[config.mk]
export PLATFORM = sky130hd
export DESIGN_NAME = qahp_top
export DESIGN_NICKNAME = d
export VERILOG_FILES = /design/src/qahp_pkg.sv /design/src/qahp_top.sv
export SDC_FILE = /design/constraint.sdc
export NUM_CORES = 1
export LEC_CHECK = 0
export BUFFER_PORTS_ARGS = -buffer_cell sky130_fd_sc_hd__buf_2
export CAP_MARGIN = 20
export CORE_MARGIN = 4
export CORE_UTILIZATION = 45
export DETAILED_ROUTE_END_ITERATION = 16
export PLACE_DENSITY_LB_ADDON = 0.15
export SETUP_SLACK_MARGIN = 0.05
export SLEW_MARGIN = 40
export SYNTH_ARGS = -nofsm -noshare
export SYNTH_HDL_FRONTEND = slang
export SYNTH_SLANG_ARGS = --single-unit
[constraint.sdc]
create_clock -name core_clk -period 2.9 [get_ports core_clk]
set_input_delay 0.58 -clock core_clk [delete_from_list [all_inputs] [get_ports core_clk]]
set_output_delay 0.58 -clock core_clk [all_outputs]
set_load 0.1 [all_outputs]
[src/qahp_pkg.sv]
`default_nettype none
package qahp_pkg;
    // Channel count and register-select width.
    localparam int QAHP_NUM_CH = 4;
    localparam int QAHP_ADDR_W = 3;
    // Register-select offsets within one channel.
    localparam logic [2:0] QAHP_OFS_IER = 3'h1;
    localparam logic [2:0] QAHP_OFS_MCR = 3'h4;
    localparam logic [2:0] QAHP_OFS_MSR = 3'h6;
    // Field positions.
    localparam int QAHP_MCR_TR_BIT = 0;
    localparam int QAHP_MCR_GATE_BIT = 3;
    localparam int QAHP_MCR_LOOP_BIT = 4;
    localparam int QAHP_MSR_DSR_BIT = 5;
    localparam int QAHP_IER_RDA_BIT = 0;
    localparam int QAHP_IER_THRE_BIT = 1;
    localparam int QAHP_IER_LINE_BIT = 2;
    localparam int QAHP_IER_MODEM_BIT = 3;
    // Reset values.
    localparam logic [7:0] QAHP_MCR_RST = 8'h00;
    localparam logic [7:0] QAHP_IER_RST = 8'h00;
    localparam logic [7:0] QAHP_DOUT_RST = 8'h00;
endpackage
`default_nettype wire

[src/qahp_top.sv]
// Function
// [RULE1] Data-set-ready level readable in modem status
// [RULE2] Data-set-ready never affects transmit or receive
// [RULE3] Terminal-ready driven low when its bit set
// [RULE4] Terminal-ready high on reset, loop, cleared bit
// [RULE5] Four interrupt outputs share one force input
// [RULE6] Force low: interrupt gated by gate bit
// [RULE7] Gate clear floats output, set enables it
// [RULE8] Force high: interrupt outputs always enabled
// [RULE9] Interrupt high only for enabled pending sources
// [RULE10] Sources: line error, data/timeout, empty, modem
// [RULE11] Interrupt drops after service or reset
// [RULE12] Read strobe low drives addressed register out
// [RULE13] Write strobe captures data into addressed register
// [RULE14] Reset clears registers, sets outputs defined
// [RULE15] Serial transmit and receive disabled in reset
// [RULE16] Host drives three-bit register-select address
// [RULE17] Strobes act only with channel select low
// [RULE18] Reset puts serial transmit output marking
// [RULE19] Reset asynchronous assert, synchronised release
// [RULE20] Terminal-ready and gate inactive until written
`timescale 1ns/1ps
`default_nettype none
module qahp_top
    import qahp_pkg::*;
#(
    parameter int NUM_CH = QAHP_NUM_CH
)
(
    input wire logic core_clk,
    input wire logic rst_b,
    input wire logic clk_en,
    input wire logic [NUM_CH-1:0] channel_select_n,
    input wire logic [QAHP_ADDR_W-1:0] reg_select_addr,
    input wire logic read_strobe_n,
    input wire logic write_strobe_n,
    input wire logic [7:0] data_in,
    output logic [7:0] data_out,
    output logic data_out_en,
    input wire logic interrupt_force_in,
    input wire logic [NUM_CH-1:0] data_set_ready_in,
    input wire logic [NUM_CH-1:0] src_line_err,
    input wire logic [NUM_CH-1:0] src_rx_avail,
    input wire logic [NUM_CH-1:0] src_thr_empty,
    input wire logic [NUM_CH-1:0] src_modem_chg,
    input wire logic [NUM_CH-1:0] serial_rx_in,
    input wire logic [NUM_CH-1:0] serial_tx_core,
    output logic [NUM_CH-1:0] serial_rx_core,
    output logic [NUM_CH-1:0] serial_tx_out,
    output logic [NUM_CH-1:0] terminal_ready_out,
    output logic [NUM_CH-1:0] channel_irq_out,
    output logic [NUM_CH-1:0] channel_irq_oe
);

    // ========================================
    // Reset synchroniser
    // ========================================
    logic rst_s1_r;
    logic rst_s2_r;

    // Reset asserts at once and releases two edges after rst_b rises.
    always_ff @(posedge core_clk or negedge rst_b)
    begin
        if (!rst_b)
        begin
            rst_s1_r <= 1'b0; // [RULE19]
            rst_s2_r <= 1'b0;
        end
        else
        begin
            rst_s1_r <= 1'b1;
            rst_s2_r <= rst_s1_r;
        end
    end

    wire logic rst_n_i = rst_s2_r;

    // ========================================
    // Channel registers
    // ========================================
    logic [7:0] mcr_r [NUM_CH];
    logic [7:0] mcr_nxt [NUM_CH];
    logic [7:0] ier_r [NUM_CH];
    logic [7:0] ier_nxt [NUM_CH];
    logic [7:0] dout_nxt;
    logic dout_en_nxt;
    logic [NUM_CH-1:0] tr_nxt;
    logic [NUM_CH-1:0] irq_nxt;
    logic [NUM_CH-1:0] oe_nxt;
    logic [NUM_CH-1:0] tx_nxt;
    logic [NUM_CH-1:0] rx_nxt;
    logic [NUM_CH-1:0] sel_c;

    // Decode, register writes, read mux and all pin next values.
    always_comb
    begin
        dout_nxt = QAHP_DOUT_RST;
        dout_en_nxt = 1'b0;
        for (int i = 0; i < NUM_CH; i++)
        begin
            sel_c[i] = !channel_select_n[i]; // [RULE17]
            mcr_nxt[i] = mcr_r[i];
            ier_nxt[i] = ier_r[i];
            if (sel_c[i] && !write_strobe_n) // [RULE13] [RULE16]
            begin
                if (reg_select_addr == QAHP_OFS_MCR)
                    mcr_nxt[i] = data_in; // [RULE20]
                else if (reg_select_addr == QAHP_OFS_IER)
                    ier_nxt[i] = data_in;
            end
            if (sel_c[i] && !read_strobe_n) // [RULE12]
            begin
                dout_en_nxt = 1'b1;
                unique case (reg_select_addr)
                    QAHP_OFS_MCR: dout_nxt = mcr_r[i];
                    QAHP_OFS_IER: dout_nxt = ier_r[i];
                    QAHP_OFS_MSR:
                    begin
                        // Clear first, so a lower channel's word never leaks into this read.
                        dout_nxt = QAHP_DOUT_RST;
                        dout_nxt[QAHP_MSR_DSR_BIT] = !data_set_ready_in[i]; // [RULE1]
                    end
                    default: dout_nxt = QAHP_DOUT_RST;
                endcase
            end
            // Terminal-ready is active low; loop mode forces it high.
            tr_nxt[i] = !(mcr_r[i][QAHP_MCR_TR_BIT] && !mcr_r[i][QAHP_MCR_LOOP_BIT]); // [RULE3] [RULE4]
            // Pending request needs an enabled source; it falls when the source clears.
            irq_nxt[i] = (src_line_err[i] && ier_r[i][QAHP_IER_LINE_BIT])
                || (src_rx_avail[i] && ier_r[i][QAHP_IER_RDA_BIT])
                || (src_thr_empty[i] && ier_r[i][QAHP_IER_THRE_BIT])
                || (src_modem_chg[i] && ier_r[i][QAHP_IER_MODEM_BIT]); // [RULE9] [RULE10] [RULE11]
            // One shared force input governs every driver enable.
            oe_nxt[i] = interrupt_force_in || mcr_r[i][QAHP_MCR_GATE_BIT]; // [RULE5] [RULE6] [RULE7] [RULE8]
            // Data-set-ready does not enter the serial path at all.
            tx_nxt[i] = serial_tx_core[i]; // [RULE2]
            rx_nxt[i] = serial_rx_in[i];
        end
    end

    // Registers; reset clears control and parks the pins in safe states.
    always_ff @(posedge core_clk or negedge rst_n_i)
    begin
        if (!rst_n_i)
        begin
            for (int i = 0; i < NUM_CH; i++)
            begin
                mcr_r[i] <= QAHP_MCR_RST; // [RULE14]
                ier_r[i] <= QAHP_IER_RST;
            end
            data_out <= QAHP_DOUT_RST;
            data_out_en <= 1'b0;
            terminal_ready_out <= '1; // [RULE4]
            channel_irq_out <= '0; // [RULE11]
            channel_irq_oe <= '0;
            serial_tx_out <= '1; // [RULE15] [RULE18]
            serial_rx_core <= '1; // [RULE15]
        end
        else if (clk_en)
        begin
            for (int i = 0; i < NUM_CH; i++)
            begin
                mcr_r[i] <= mcr_nxt[i];
                ier_r[i] <= ier_nxt[i];
            end
            data_out <= dout_nxt;
            data_out_en <= dout_en_nxt;
            terminal_ready_out <= tr_nxt;
            channel_irq_out <= irq_nxt;
            channel_irq_oe <= oe_nxt;
            serial_tx_out <= tx_nxt;
            serial_rx_core <= rx_nxt;
        end
    end

    // Per-channel checks, so that whichever channel a test drives is watched.
    for (genvar g = 0; g < NUM_CH; g++)
    begin : g_chan_chk

    end
endmodule
`default_nettype wire

# --- Yosys cells after proc, flatten, opt, wreduce, memory -nomap -nowiden ---
# Index checks and enable logic that the tools add are counted.
totals:
  ramBits: 0
  mem_bits_ro: 0
  elab_cells: 103
  output_inout_bits: 29
  latchBits: 0
  memories: 0
  reg_bits: 95
  in_bits: 49
classes:
  n_bitwise: 1
  reduce_logical: 70
  n_mux: 12
  n_addsub: 0
  n_mul: 0
  order_cmp: 0
  n_eq_ne: 3
  shift: 0
  div: 0
op_table:
  columns: ["operator", "n"]
  rows:
  - ["$pmux 8 s3", 4]
  - ["$mux 8", 4]
  - ["$logic_and 1x1->1", 28]
  - ["$logic_not 1->1", 18]
  - ["$logic_or 1x1->1", 16]
  - ["$reduce_and 4->1", 4]
  - ["$reduce_and 3->1", 4]
  - ["$eq 3x3->1 const B", 2]
  - ["$mux 1", 4]
  - ["$eq 3x1->1 const B", 1]
  - ["$not 1->1", 1]

# --- Logic depth before layout (Yosys ltp) ---
# Gate-level depths: netlist of the first run.
depth:
  ltp_word: 6
  depth_mapped: 6
  depth_no_buf: 4

# --- Least setup slack after synthesis of the first run ---
# Ideal clock, no wire load.
synth_timing:
  path_type: "in2reg"
  start: "input port reg_select_addr[1]"
  end: "register ier_r[0] (netlist name)"
  setup_ns: 0.125
  arrival_ns: 1.746
  path_stages: 5
  path_slack_ns: 1.029
  n_path_buf: 1
  path_cell_list: "buf_6 -> nor3b_1 -> nand2_1 -> nor2_2 -> mux2_2"
synth_via:
  elab_chain_cells: 3
  word_cells_on_any_way: 4
  classes_between: "2 x eq/ne; 1 x bitwise; 1 x reduce/logical"
synth_rtl:
  columns: ["item", "line", "rtl"]
  rows:
  - ["start: declaration", "qahp_top.sv:34", "input wire logic [QAHP_ADDR_W-1:0] reg_select_addr,"]
  - ["$eq 3x3->1", "qahp_top.sv:106", "if (reg_select_addr == QAHP_OFS_MCR)"]
  - ["$not 1->1 (no line)", null, null]
  - ["$reduce_and 4->1 (no line) (*)", null, null]
  - ["end signal: indexed assignment", "qahp_top.sv:164", "ier_r[i] <= ier_nxt[i];"]
  - ["end: declaration", "qahp_top.sv:83", "logic [7:0] ier_r [NUM_CH];"]
# Mark *: on every way between the ends. The rest lies on a longest branch, timed or not.
# A chain may end at the register's enable or synchronous reset.

# --- Final worst setup path of the first run ---
layout_timing:
  start: "input port reg_select_addr[1]"
  end: "register data_out[5]"
layout_via:
  elab_chain_cells: 6
  word_cells_on_any_way: 11
  classes_between: "3 x eq/ne; 8 x mux"
layout_rtl:
  columns: ["item", "line", "rtl"]
  rows:
  - ["$eq 3x3->1 or $eq 3x1->1 (tied branches)", "qahp_top.sv:114", "unique case (reg_select_addr)"]
  - ["$pmux 8 s3", "qahp_top.sv:114", null]
  - ["$mux 8 (3 in a row)", "qahp_top.sv:111", "if (sel_c[i] && !read_strobe_n)"]
  - ["$mux 8 (*)", "qahp_top.sv:111", null]
  - ["end signal: assignment", "qahp_top.sv:166", "data_out <= dout_nxt;"]
  - ["end: declaration", "qahp_top.sv:38", "output logic [7:0] data_out,"]
# Marked as above.

==> results of run 1 <==
==> cell usage after synthesis, types with 2 or more instances <==
library cell / instances
dfrtp_1: 83
mux2_2: 73
nor2_1: 18
a221oi_1: 14
dfstp_2: 12
inv_1: 12
nand2_1: 12
a22oi_1: 9
clkbuf_1: 9
a31oi_1: 8
nor2_2: 8
a221o_1: 7
and3_1: 7
and3_2: 7
o221ai_1: 7
o311ai_0: 7
or3_1: 7
nor2b_1: 6
a21oi_1: 5
buf_2: 4
a211oi_1: 2
buf_6: 2
nor3_1: 2
o21ai_0: 2
or2_2: 2
==> report_power, final <==
part	internal, mW	leakage (nW)	switching (mW)
Clock	0.330	0.0927	0.510
Combinational	0.259	0.995	0.530
Sequential	1.56	1.18	0.142
==> state kept, by name, indices dropped and copies added, names as in the netlist <==
register            flops
data_out_en             1
rst_n_i                 1
data_out                8
serial_tx_out           4
terminal_ready_out      4
ier_r                  32
mcr_r                  32
channel_irq_oe          4
channel_irq_out         4
serial_rx_core          4
rst_s1_r                1
==> routing by layer <==
metal | vias up | global-route usage [%] | wire, um
met5 | - | 0 | 0
met4 | 0 | 7.03 | 191
met3 | 15 | 2.73 | 496
met2 | 91 | 29.5 | 4940
met1 | 1542 | 27.0 | 4590
li1 | 1442 | - | -
==> repair_timing <==
action	in CTS	in global routing
buffers inserted	0	0
endpoints found under the hold margin	2	0
hold buffers	1	0
resized for setup	0	0
==> cells by family after synthesis <==
logic type             Yosys count  synth area share [%]
buffers and inverters           29                  3.30
other                            1                0.0868
multiplexers                    73                  19.0
flip-flops                      95                  55.4
AND/OR/NAND/NOR                 74                  9.67
AO/OA/AOI/OAI                   68                  12.6
==> metrics by stage <==
stage                     worst slack (ns)  power, mW  cells  util, %
final                                0.919       3.33    553     54.3
after global routing                 0.739       3.50    553     54.3
after detailed placement             0.426       2.52    535     52.1
after CTS                            0.817       3.36    552     54.2
after global placement               0.502       2.50    535     52.0
after floorplan                     0.0788       2.33    340        -
==> final cells by class <==
class | instances | area share (%)
sequential | 95 | 47.5
inverter | 12 | 0.894
clock inverter | 7 | 1.24
timing repair buffer | 85 | 9.13
clock buffer | 9 | 2.46
tap | 129 | 3.20
multi-input combinational | 216 | 35.5
==> path summary, 6_finish.rpt <==
kind	startpoint	endpoint	slack, ns
setup / recovery	reg_select_addr[1]	data_out[5]	0.92
hold / removal	rst_n_i	ier_r[26]	0.26
setup reg to reg	data_out[5]	data_out[5]	1.50
hold reg to reg	rst_n_i	ier_r[26]	0.26
max in group asynchronous	rst_n_i	terminal_ready_out[3]	1.93
min in group core_clk	rst_s1_r	rst_n_i	0.37
==> worst max-delay path: cells and delay by family <==
kind,cells,cell delay (ns)
buffers and inverters,2,0.45
AND/OR/NAND/NOR,1,0.36
AO/OA/AOI/OAI,3,0.88
==> impl_results.md, run 1 <==
* MaxCap Viol Count at 0
* # IOs at 78
* Part of the cycle the worst path needs at 68.3%
* Distinct cells, synth at 40
* Setup violations, final at 0
* Diode count at 0
* DIE WIDTH at 106 um
* Leakage at 2.27 nW
* Clock Tree Buf Depth at 2
* Syn_area_per_cell at 12.7 um2
* Port Buf Inserts at 77
* Slowest stage cell on the critical path: o21a_1
* Peak supply drop at 294 uV
* Register clock-pin slew on the reported worst setup and hold paths at 0.11 ns
* CTS root buf: clkbuf_8
* Power Density at 661 nW/um2
* Startpoint Class: input pin
* Setup TNS at 0 ns
* Cell count after synthesis at 340
* Worst slew pin tran at 0.710 ns
* GRT overflow at 0
* DR DRC count at 0
* Starting Density at 46.5%
* Synthesized area at 4320 um2
* Die area at 11200 um2
* Layout cell share with drive strength beyond 1 at 48.8%
* Synth area leader: dfrtp_1
* Post-route design area at 5040 um2
* Synth area leaders: dfrtp_1 48%, mux2_2 19%, dfstp_2 7.3%
* H-tree levels at 3
* Area fraction of the dominant cell type after synthesis at 48.1%
* Warnings, synthesis at 0
* Worst stage delay on the critical path at 0.46 ns
* Vias at 3090
* Crit path capture type: register
* Relative slew slack at 52.4%
* Final antenna-violating net count at 0
* FF-to-FF path depth at 4
* Ys async rst share at 100%
* Area of the multi-input gates at 1790 um2
* Wire per inst at 18.5 um
* Arr. time, crit path at 2.29 ns
* Detailed placer's ending HPWL at 7.09 mm
* FILL cells at 869
* Final Skew at 0.0172 ns
* Yosys reg bits at 95
* Kind of critical path: in -> reg
* Die span in y at 106 um
* Dpl cell area at 4840 um2
* Total wire length at 10.2 mm
* Most common cell after layout, fill and taps aside: dfrtp_1
* Largest net degree at the start of global routing at 63
* Core box area at 9280 um2
* Worst hold path type: reg -> async
* Clock sink count at 95
* Post-synthesis sequential area ratio at 55.4%
* 1st-iter DRT viols at 118
* Final #Nets at 468
* Hold Slack at 0.260 ns
* Most frequent cells in the layout: 82 x dfrtp_1, 77 x buf_2, 73 x mux2_2
* Final hold violation count at 0
* TritonCTS Buffers at 9
* Worst-skew pair later-pin latency at 0.38 ns
* First-pass GRT wire length at 16.7 mm
* Crit-path max FO at 15
* Initial antenna violation count at 0
* Top FF cell, synth: dfrtp_1
* EDFF count, synth at 0
* Fin crit period at 1.98 ns
* Status: finished clean
* Max Slew Vio Count at 0
* Drt pass-1 iters at 4
* Layout area overhead at 16.6%
* TritonCTS clock tree: yes
* Vias in the first global route at 3151
* CP required at 3.21 ns
* Vias per cell at 5.59
* CP Cell Sequence: buf_2 -> nor3b_4 -> buf_4 -> o21a_1 -> a21boi_0 -> o32a_1
* RSZ-0062 raised after global routing: false
* Tot GR Track Use at 18.9%
* Placer congestion estimate at 0.799
* Std-Cell Rows at 35
* Synth Net Count at 389
* Reg area at 2400 um2
* Fmax at 0.505 GHz
(Power assumes the default switching activity.)
==> run 2, diff against run 1 <==
clock period = 1.9 ns   (was 2.9 ns; I/O delays follow)
==> run 2 against run 1 <==
Final cell count is 2.4% higher. Clock-buffer cell count up 2. Worst hold slack lost 0.012 ns. Wire length is 2.8% higher. Largest cell class unchanged.
==> impl_results.md, run 2 (synthesis results as in run 1) <==
* Total wire length at 10.5 mm (+2.8%)
* GRT overflow at 0 (unchanged)
* Die span in y at 106 um (unchanged)
* Layout area overhead at 22.0%
* Buffers & Inverters on Critical Path at 1 (-1)
* Power Density at 1010 nW/um2 (+53%)
* Kind of critical path: reg -> out
* Largest net degree at the start of global routing at 45 (-29%)
* Crit path capture type: output pin
* TritonCTS clock tree: yes
* Diode count at 0 (unchanged)
* Die area at 11200 um2 (unchanged)
* Starting Density at 46.5% (unchanged)
* Register clock-pin slew on the reported worst setup and hold paths at 0.10 ns (about the same)
* Total power at 5.33 mW (+60%)
* CTS root buf: clkbuf_8
* Final antenna-violating net count at 0 (unchanged)
* Peak supply drop at 456 uV (+55%)
* Biggest regs: ier_r (32), mcr_r (32), data_out (8)
* Tot GR Track Use at 19.4% (+0.44 points)
* CP required at 1.52 ns (-1.69 ns)
* Clock Tree Buf Depth at 2 (unchanged)
* Layout cell share with drive strength beyond 1 at 49.9% (+1.1 points)
* First-pass GRT wire length at 17.0 mm (+1.9%)
* Final Skew at 0.0146 ns (-0.00256 ns)
* CTS Hold Bufs at 1 (unchanged)
* H-tree levels at 3 (unchanged)
* Crit-path max FO at 2 (-13)
* Fmax at 0.588 GHz
* Wire per inst at 18.5 um (+0.42%)
* Setup TNS at 0 ns (unchanged)
* Leakage at 2.38 nW (+4.9%)
* Vias in the first global route at 3253 (+3.2%)
* Core box area at 9280 um2 (unchanged)
* Detailed placer's ending HPWL at 7.56 mm (+6.6%)
* Setup violations, final at 0 (unchanged)
* Startpoint Class: register
* Slowest stage cell on the critical path: dfstp_2
* Worst hold path type: in -> reg
* Status: finished clean
* RSZ-0062 raised after global routing: false
* Initial antenna violation count at 0 (unchanged)
* Part of the cycle the worst path needs at 89.6%
* Port Buf Inserts at 77 (unchanged)
* Area of the multi-input gates at 1790 um2 (-0.28%)
* CP Cell Sequence: buf_2
* Vias at 3169 (+2.6%)
* Worst-skew pair later-pin latency at 0.36 ns (-0.02 ns)
* DIE WIDTH at 106 um (unchanged)
* Most common cell after layout, fill and taps aside: dfrtp_1
* Drt pass-1 iters at 4 (unchanged)
* Max Slew Vio Count at 0 (unchanged)
* Std-Cell Rows at 35 (unchanged)
* # IOs at 78 (unchanged)
* Fin crit period at 1.70 ns
* Relative slew slack at 62.9% (+10 points)
* Worst stage delay on the critical path at 0.54 ns (+0.08 ns)
* DR DRC count at 0 (unchanged)
* Post-CTS resize count at 0 (unchanged)
* Setup bufs post-CTS at 0 (unchanged)
* Final #Nets at 481 (+2.8%)
* Crit-path leading delay family: flip-flops
* TritonCTS Buffers at 9 (unchanged)
* Clock sink count at 95 (unchanged)
* 1st-iter DRT viols at 151 (+28%)
* MaxCap Viol Count at 0 (unchanged)
* Vias per cell at 5.60 (+0.20%)
* Final hold violation count at 0 (unchanged)
* Arr. time, crit path at 1.32 ns (-0.97 ns)
* Worst slew pin tran at 0.554 ns (-0.156 ns)
* Most frequent cells in the layout: 82 x dfrtp_1, 77 x buf_2, 73 x mux2_2
* Reg area at 2400 um2 (unchanged)
* FILL cells at 826 (-4.9%)
* Placer congestion estimate at 0.803 (+0.50%)
## run 2: cell type report
| class | count | share of cell area [%] |
|---|---|---|
| clock inverters | 5 | 1.57 |
| repair buffers | 98 | 12.5 |
| flip-flops and latches | 95 | 45.5 |
| multi-input cells | 216 | 33.9 |
| clock buffers | 11 | 2.68 |
| well taps | 129 | 3.06 |
| inverters | 12 | 0.854 |
## run 2: layer usage
layer  GRT usage, %  wire, um  vias to the layer above  share of wire [%]
met2           32.1      5150                       91                 49
met3           2.73       543                       16                5.2
met5              0         0                        -                  0
met1           26.3      4640                     1592                 44
met4           6.48       165                        0                1.6
li1               -         -                     1470                  -
## run 2: final timing paths
check	start	endpoint	slack, ns	depth (start not counted)
max	terminal_ready_out[2]	terminal_ready_out[2]	0.20	1
min	serial_rx_in[1]	serial_rx_core[1]	0.25	2
max reg2reg	data_out[5]	data_out[5]	0.56	4
min reg2reg	rst_n_i	channel_irq_out[0]	0.27	0
max in group asynchronous	rst_n_i	terminal_ready_out[3]	0.99	1
min in group asynchronous	rst_n_i	channel_irq_out[0]	0.27	0
## run 2: through the flow
step / std cells / hold WS, ns / area [um2] / setup WS, ns / utilization (%)
2_1_floorplan: 340 / 0.0844 / 4320 / 0.108 / -
3_3_place_gp: 549 / 0.165 / 5040 / 0.0851 / 54.3
3_5_place_dp: 549 / 0.165 / 5040 / 0.0773 / 54.3
4_1_cts: 566 / 0.233 / 5270 / 0.176 / 56.8
5_1_grt: 566 / 0.244 / 5270 / 0.159 / 56.8
6_report: 566 / 0.248 / 5270 / 0.198 / 56.8
## run 2: where the power goes
part | leakage (nW) | internal, mW | switching [mW]
Clock | 0.113 | 0.781 | 0.707
Combinational | 1.09 | 0.411 | 0.816
Sequential | 1.18 | 2.38 | 0.231
==> run 3, diff against run 2 <==
CTS_BUF_LIST = sky130_fd_sc_hd__clkbuf_8   (was unset)
MAX_ROUTING_LAYER = met4   (was unset)
SLEW_MARGIN = 0   (was 40)
==> run 3 against run 2 <==
Maximum frequency shrank 0.11%. Sequential share of layout area is the same. Via count shrank 0.25%. Combinational power is essentially flat. Final cell count is the same. Critical path depth is the same. Setup slack lost 0.0019 ns. First-iteration DRC count grew 17%. Largest cell class unchanged. Largest power group unchanged. Highest routed layer unchanged.
==> impl_results.md, run 3 (synthesis results as in run 1) <==
* First-pass GRT wire length at 17.0 mm (-0.12%)
* Biggest regs: ier_r (32), mcr_r (32), data_out (8)
* CP Cell Sequence: buf_2
* Status: finished clean
* Inst Count DP at 549 (unchanged)
* MaxCap Viol Count at 0 (unchanged)
* Core box area at 9280 um2 (unchanged)
* CTS root buf: clkbuf_8
* Worst-skew pair later-pin latency at 0.36 ns (about the same)
* Setup violations, final at 0 (unchanged)
* Kind of critical path: reg -> out
* TritonCTS Buffers at 9 (unchanged)
* Arr. time, crit path at 1.32 ns (about the same)
* Initial antenna violation count at 0 (unchanged)
* Peak supply drop at 457 uV (+0.28%)
* Relative slew slack at 63.1% (+0.17 points)
* Clock sink count at 95 (unchanged)
* Crit-path leading delay family: flip-flops
* Starting Density at 46.5% (unchanged)
* Register clock-pin slew on the reported worst setup and hold paths at 0.10 ns (about the same)
* Total wire length at 10.5 mm (+0.17%)
* Dpl cell area at 5040 um2 (unchanged)
* Vias in the first global route at 3264 (+0.34%)
* DIE WIDTH at 106 um (unchanged)
* Most common cell after layout, fill and taps aside: dfrtp_1
* Worst stage delay on the critical path at 0.54 ns (about the same)
* Part of the cycle the worst path needs at 89.7% (+0.10 points)
* Setup TNS at 0 ns (unchanged)
* H-tree levels at 3 (unchanged)
* Final #Nets at 481 (unchanged)
* Post-route design area at 5270 um2 (unchanged)
* Die area at 11200 um2 (unchanged)
* Reg area at 2400 um2 (unchanged)
* Crit-path max FO at 2 (unchanged)
* Tot GR Track Use at 19.9% (+0.51 points)
* Hold path depth at 2 (unchanged)
* Largest net degree at the start of global routing at 45 (unchanged)
* # IOs at 78 (unchanged)
* GRT overflow at 0 (unchanged)
* Fin crit period at 1.70 ns (+0.00191 ns)
* DR DRC count at 0 (unchanged)
* Area of the multi-input gates at 1790 um2 (unchanged)
* Layout area overhead at 22.0% (unchanged)
* Max Slew Vio Count at 0 (unchanged)
* Final Skew at 0.0176 ns (+0.00300 ns)
* Die span in y at 106 um (unchanged)
* Std-Cell Rows at 35 (unchanged)
* Worst slew pin tran at 0.551 ns (-0.00260 ns)
* Drt pass-1 iters at 4 (unchanged)
* 1st-iter DRT viols at 176 (+17%)
* Detailed placer's ending HPWL at 7.56 mm (unchanged)
* Buffers & Inverters on Critical Path at 1 (unchanged)
* Vias at 3161 (-0.25%)
* Clock Tree Buf Depth at 2 (unchanged)
* Power Density at 1010 nW/um2 (-0.15%)
* Wire per inst at 18.6 um (+0.17%)
* Diode count at 0 (unchanged)
* CP required at 1.52 ns (about the same)
* Crit path depth at 1 (unchanged)
* RSZ-0062 raised after global routing: false
* Vias per cell at 5.58 (-0.25%)
* TritonCTS clock tree: yes
* Crit path capture type: output pin
* CTS Hold Bufs at 1 (unchanged)
* Layout cell share with drive strength beyond 1 at 49.9% (unchanged)
* Final antenna-violating net count at 0 (unchanged)
* Post-CTS resize count at 0 (unchanged)
* FILL cells at 826 (unchanged)
* Startpoint Class: register
* Most frequent cells in the layout: 82 x dfrtp_1, 77 x buf_2, 73 x mux2_2
* Placer congestion estimate at 0.814 (+1.4%)
* Worst hold path type: in -> reg
* Port Buf Inserts at 77 (unchanged)
* FF-to-FF path depth at 4 (unchanged)
* Fmax at 0.587 GHz (-0.11%)
* Fin cells at 566 (unchanged)
* Final hold violation count at 0 (unchanged)
* Leakage at 2.38 nW (+0.17%)
* Setup bufs post-CTS at 0 (unchanged)
* Slowest stage cell on the critical path: dfstp_2
[run 3: routing by layer]
layer,vias up,routed length [um],global-route usage [%]
met5,-,0,-
met2,81,5200,32.2
met4,0,114,6.48
li1,1470,-,-
met1,1600,4770,26.3
met3,10,433,2.49
[run 3: final cells by class]
cell class | count | share of cell area, %
sequential | 95 | 45.5
multi-input combinational | 216 | 33.9
timing repair buffer | 98 | 12.5
tap | 129 | 3.06
clock buffer | 10 | 2.61
clock inverter | 6 | 1.64
inverter | 12 | 0.854
[run 3: path summary, 6_finish.rpt]
check | start | end | slack, ns
min reg2reg | rst_n_i | channel_irq_out[0] | 0.27
min in group asynchronous | rst_n_i | channel_irq_out[0] | 0.27
max reg2reg | data_out[5] | data_out[5] | 0.56
max | terminal_ready_out[2] | terminal_ready_out[2] | 0.20
min | serial_rx_in[1] | serial_rx_core[1] | 0.25
max in group asynchronous | rst_n_i | terminal_ready_out[3] | 0.99
[run 3: power breakdown]
| part | switching [mW] | internal (mW) | total [mW] | leakage (nW) |
|---|---|---|---|---|
| clock | 0.705 | 0.776 | 1.48 | 0.118 |
| combinational | 0.816 | 0.411 | 1.23 | 1.09 |
| sequential | 0.230 | 2.38 | 2.61 | 1.18 |
[run 3: metrics by stage]
| stage | worst slack [ns] | util, % | total power, mW | hold slack [ns] |
|---|---|---|---|---|
| after floorplan | 0.108 | - | 3.56 | 0.0844 |
| after detailed placement | 0.0773 | 54.3 | 3.89 | 0.165 |
| final | 0.196 | 56.8 | 5.32 | 0.248 |
| after global routing | 0.160 | 56.8 | 5.56 | 0.244 |
| after CTS | 0.176 | 56.8 | 5.37 | 0.233 |
| after global placement | 0.0851 | 54.3 | 3.85 | 0.165 |
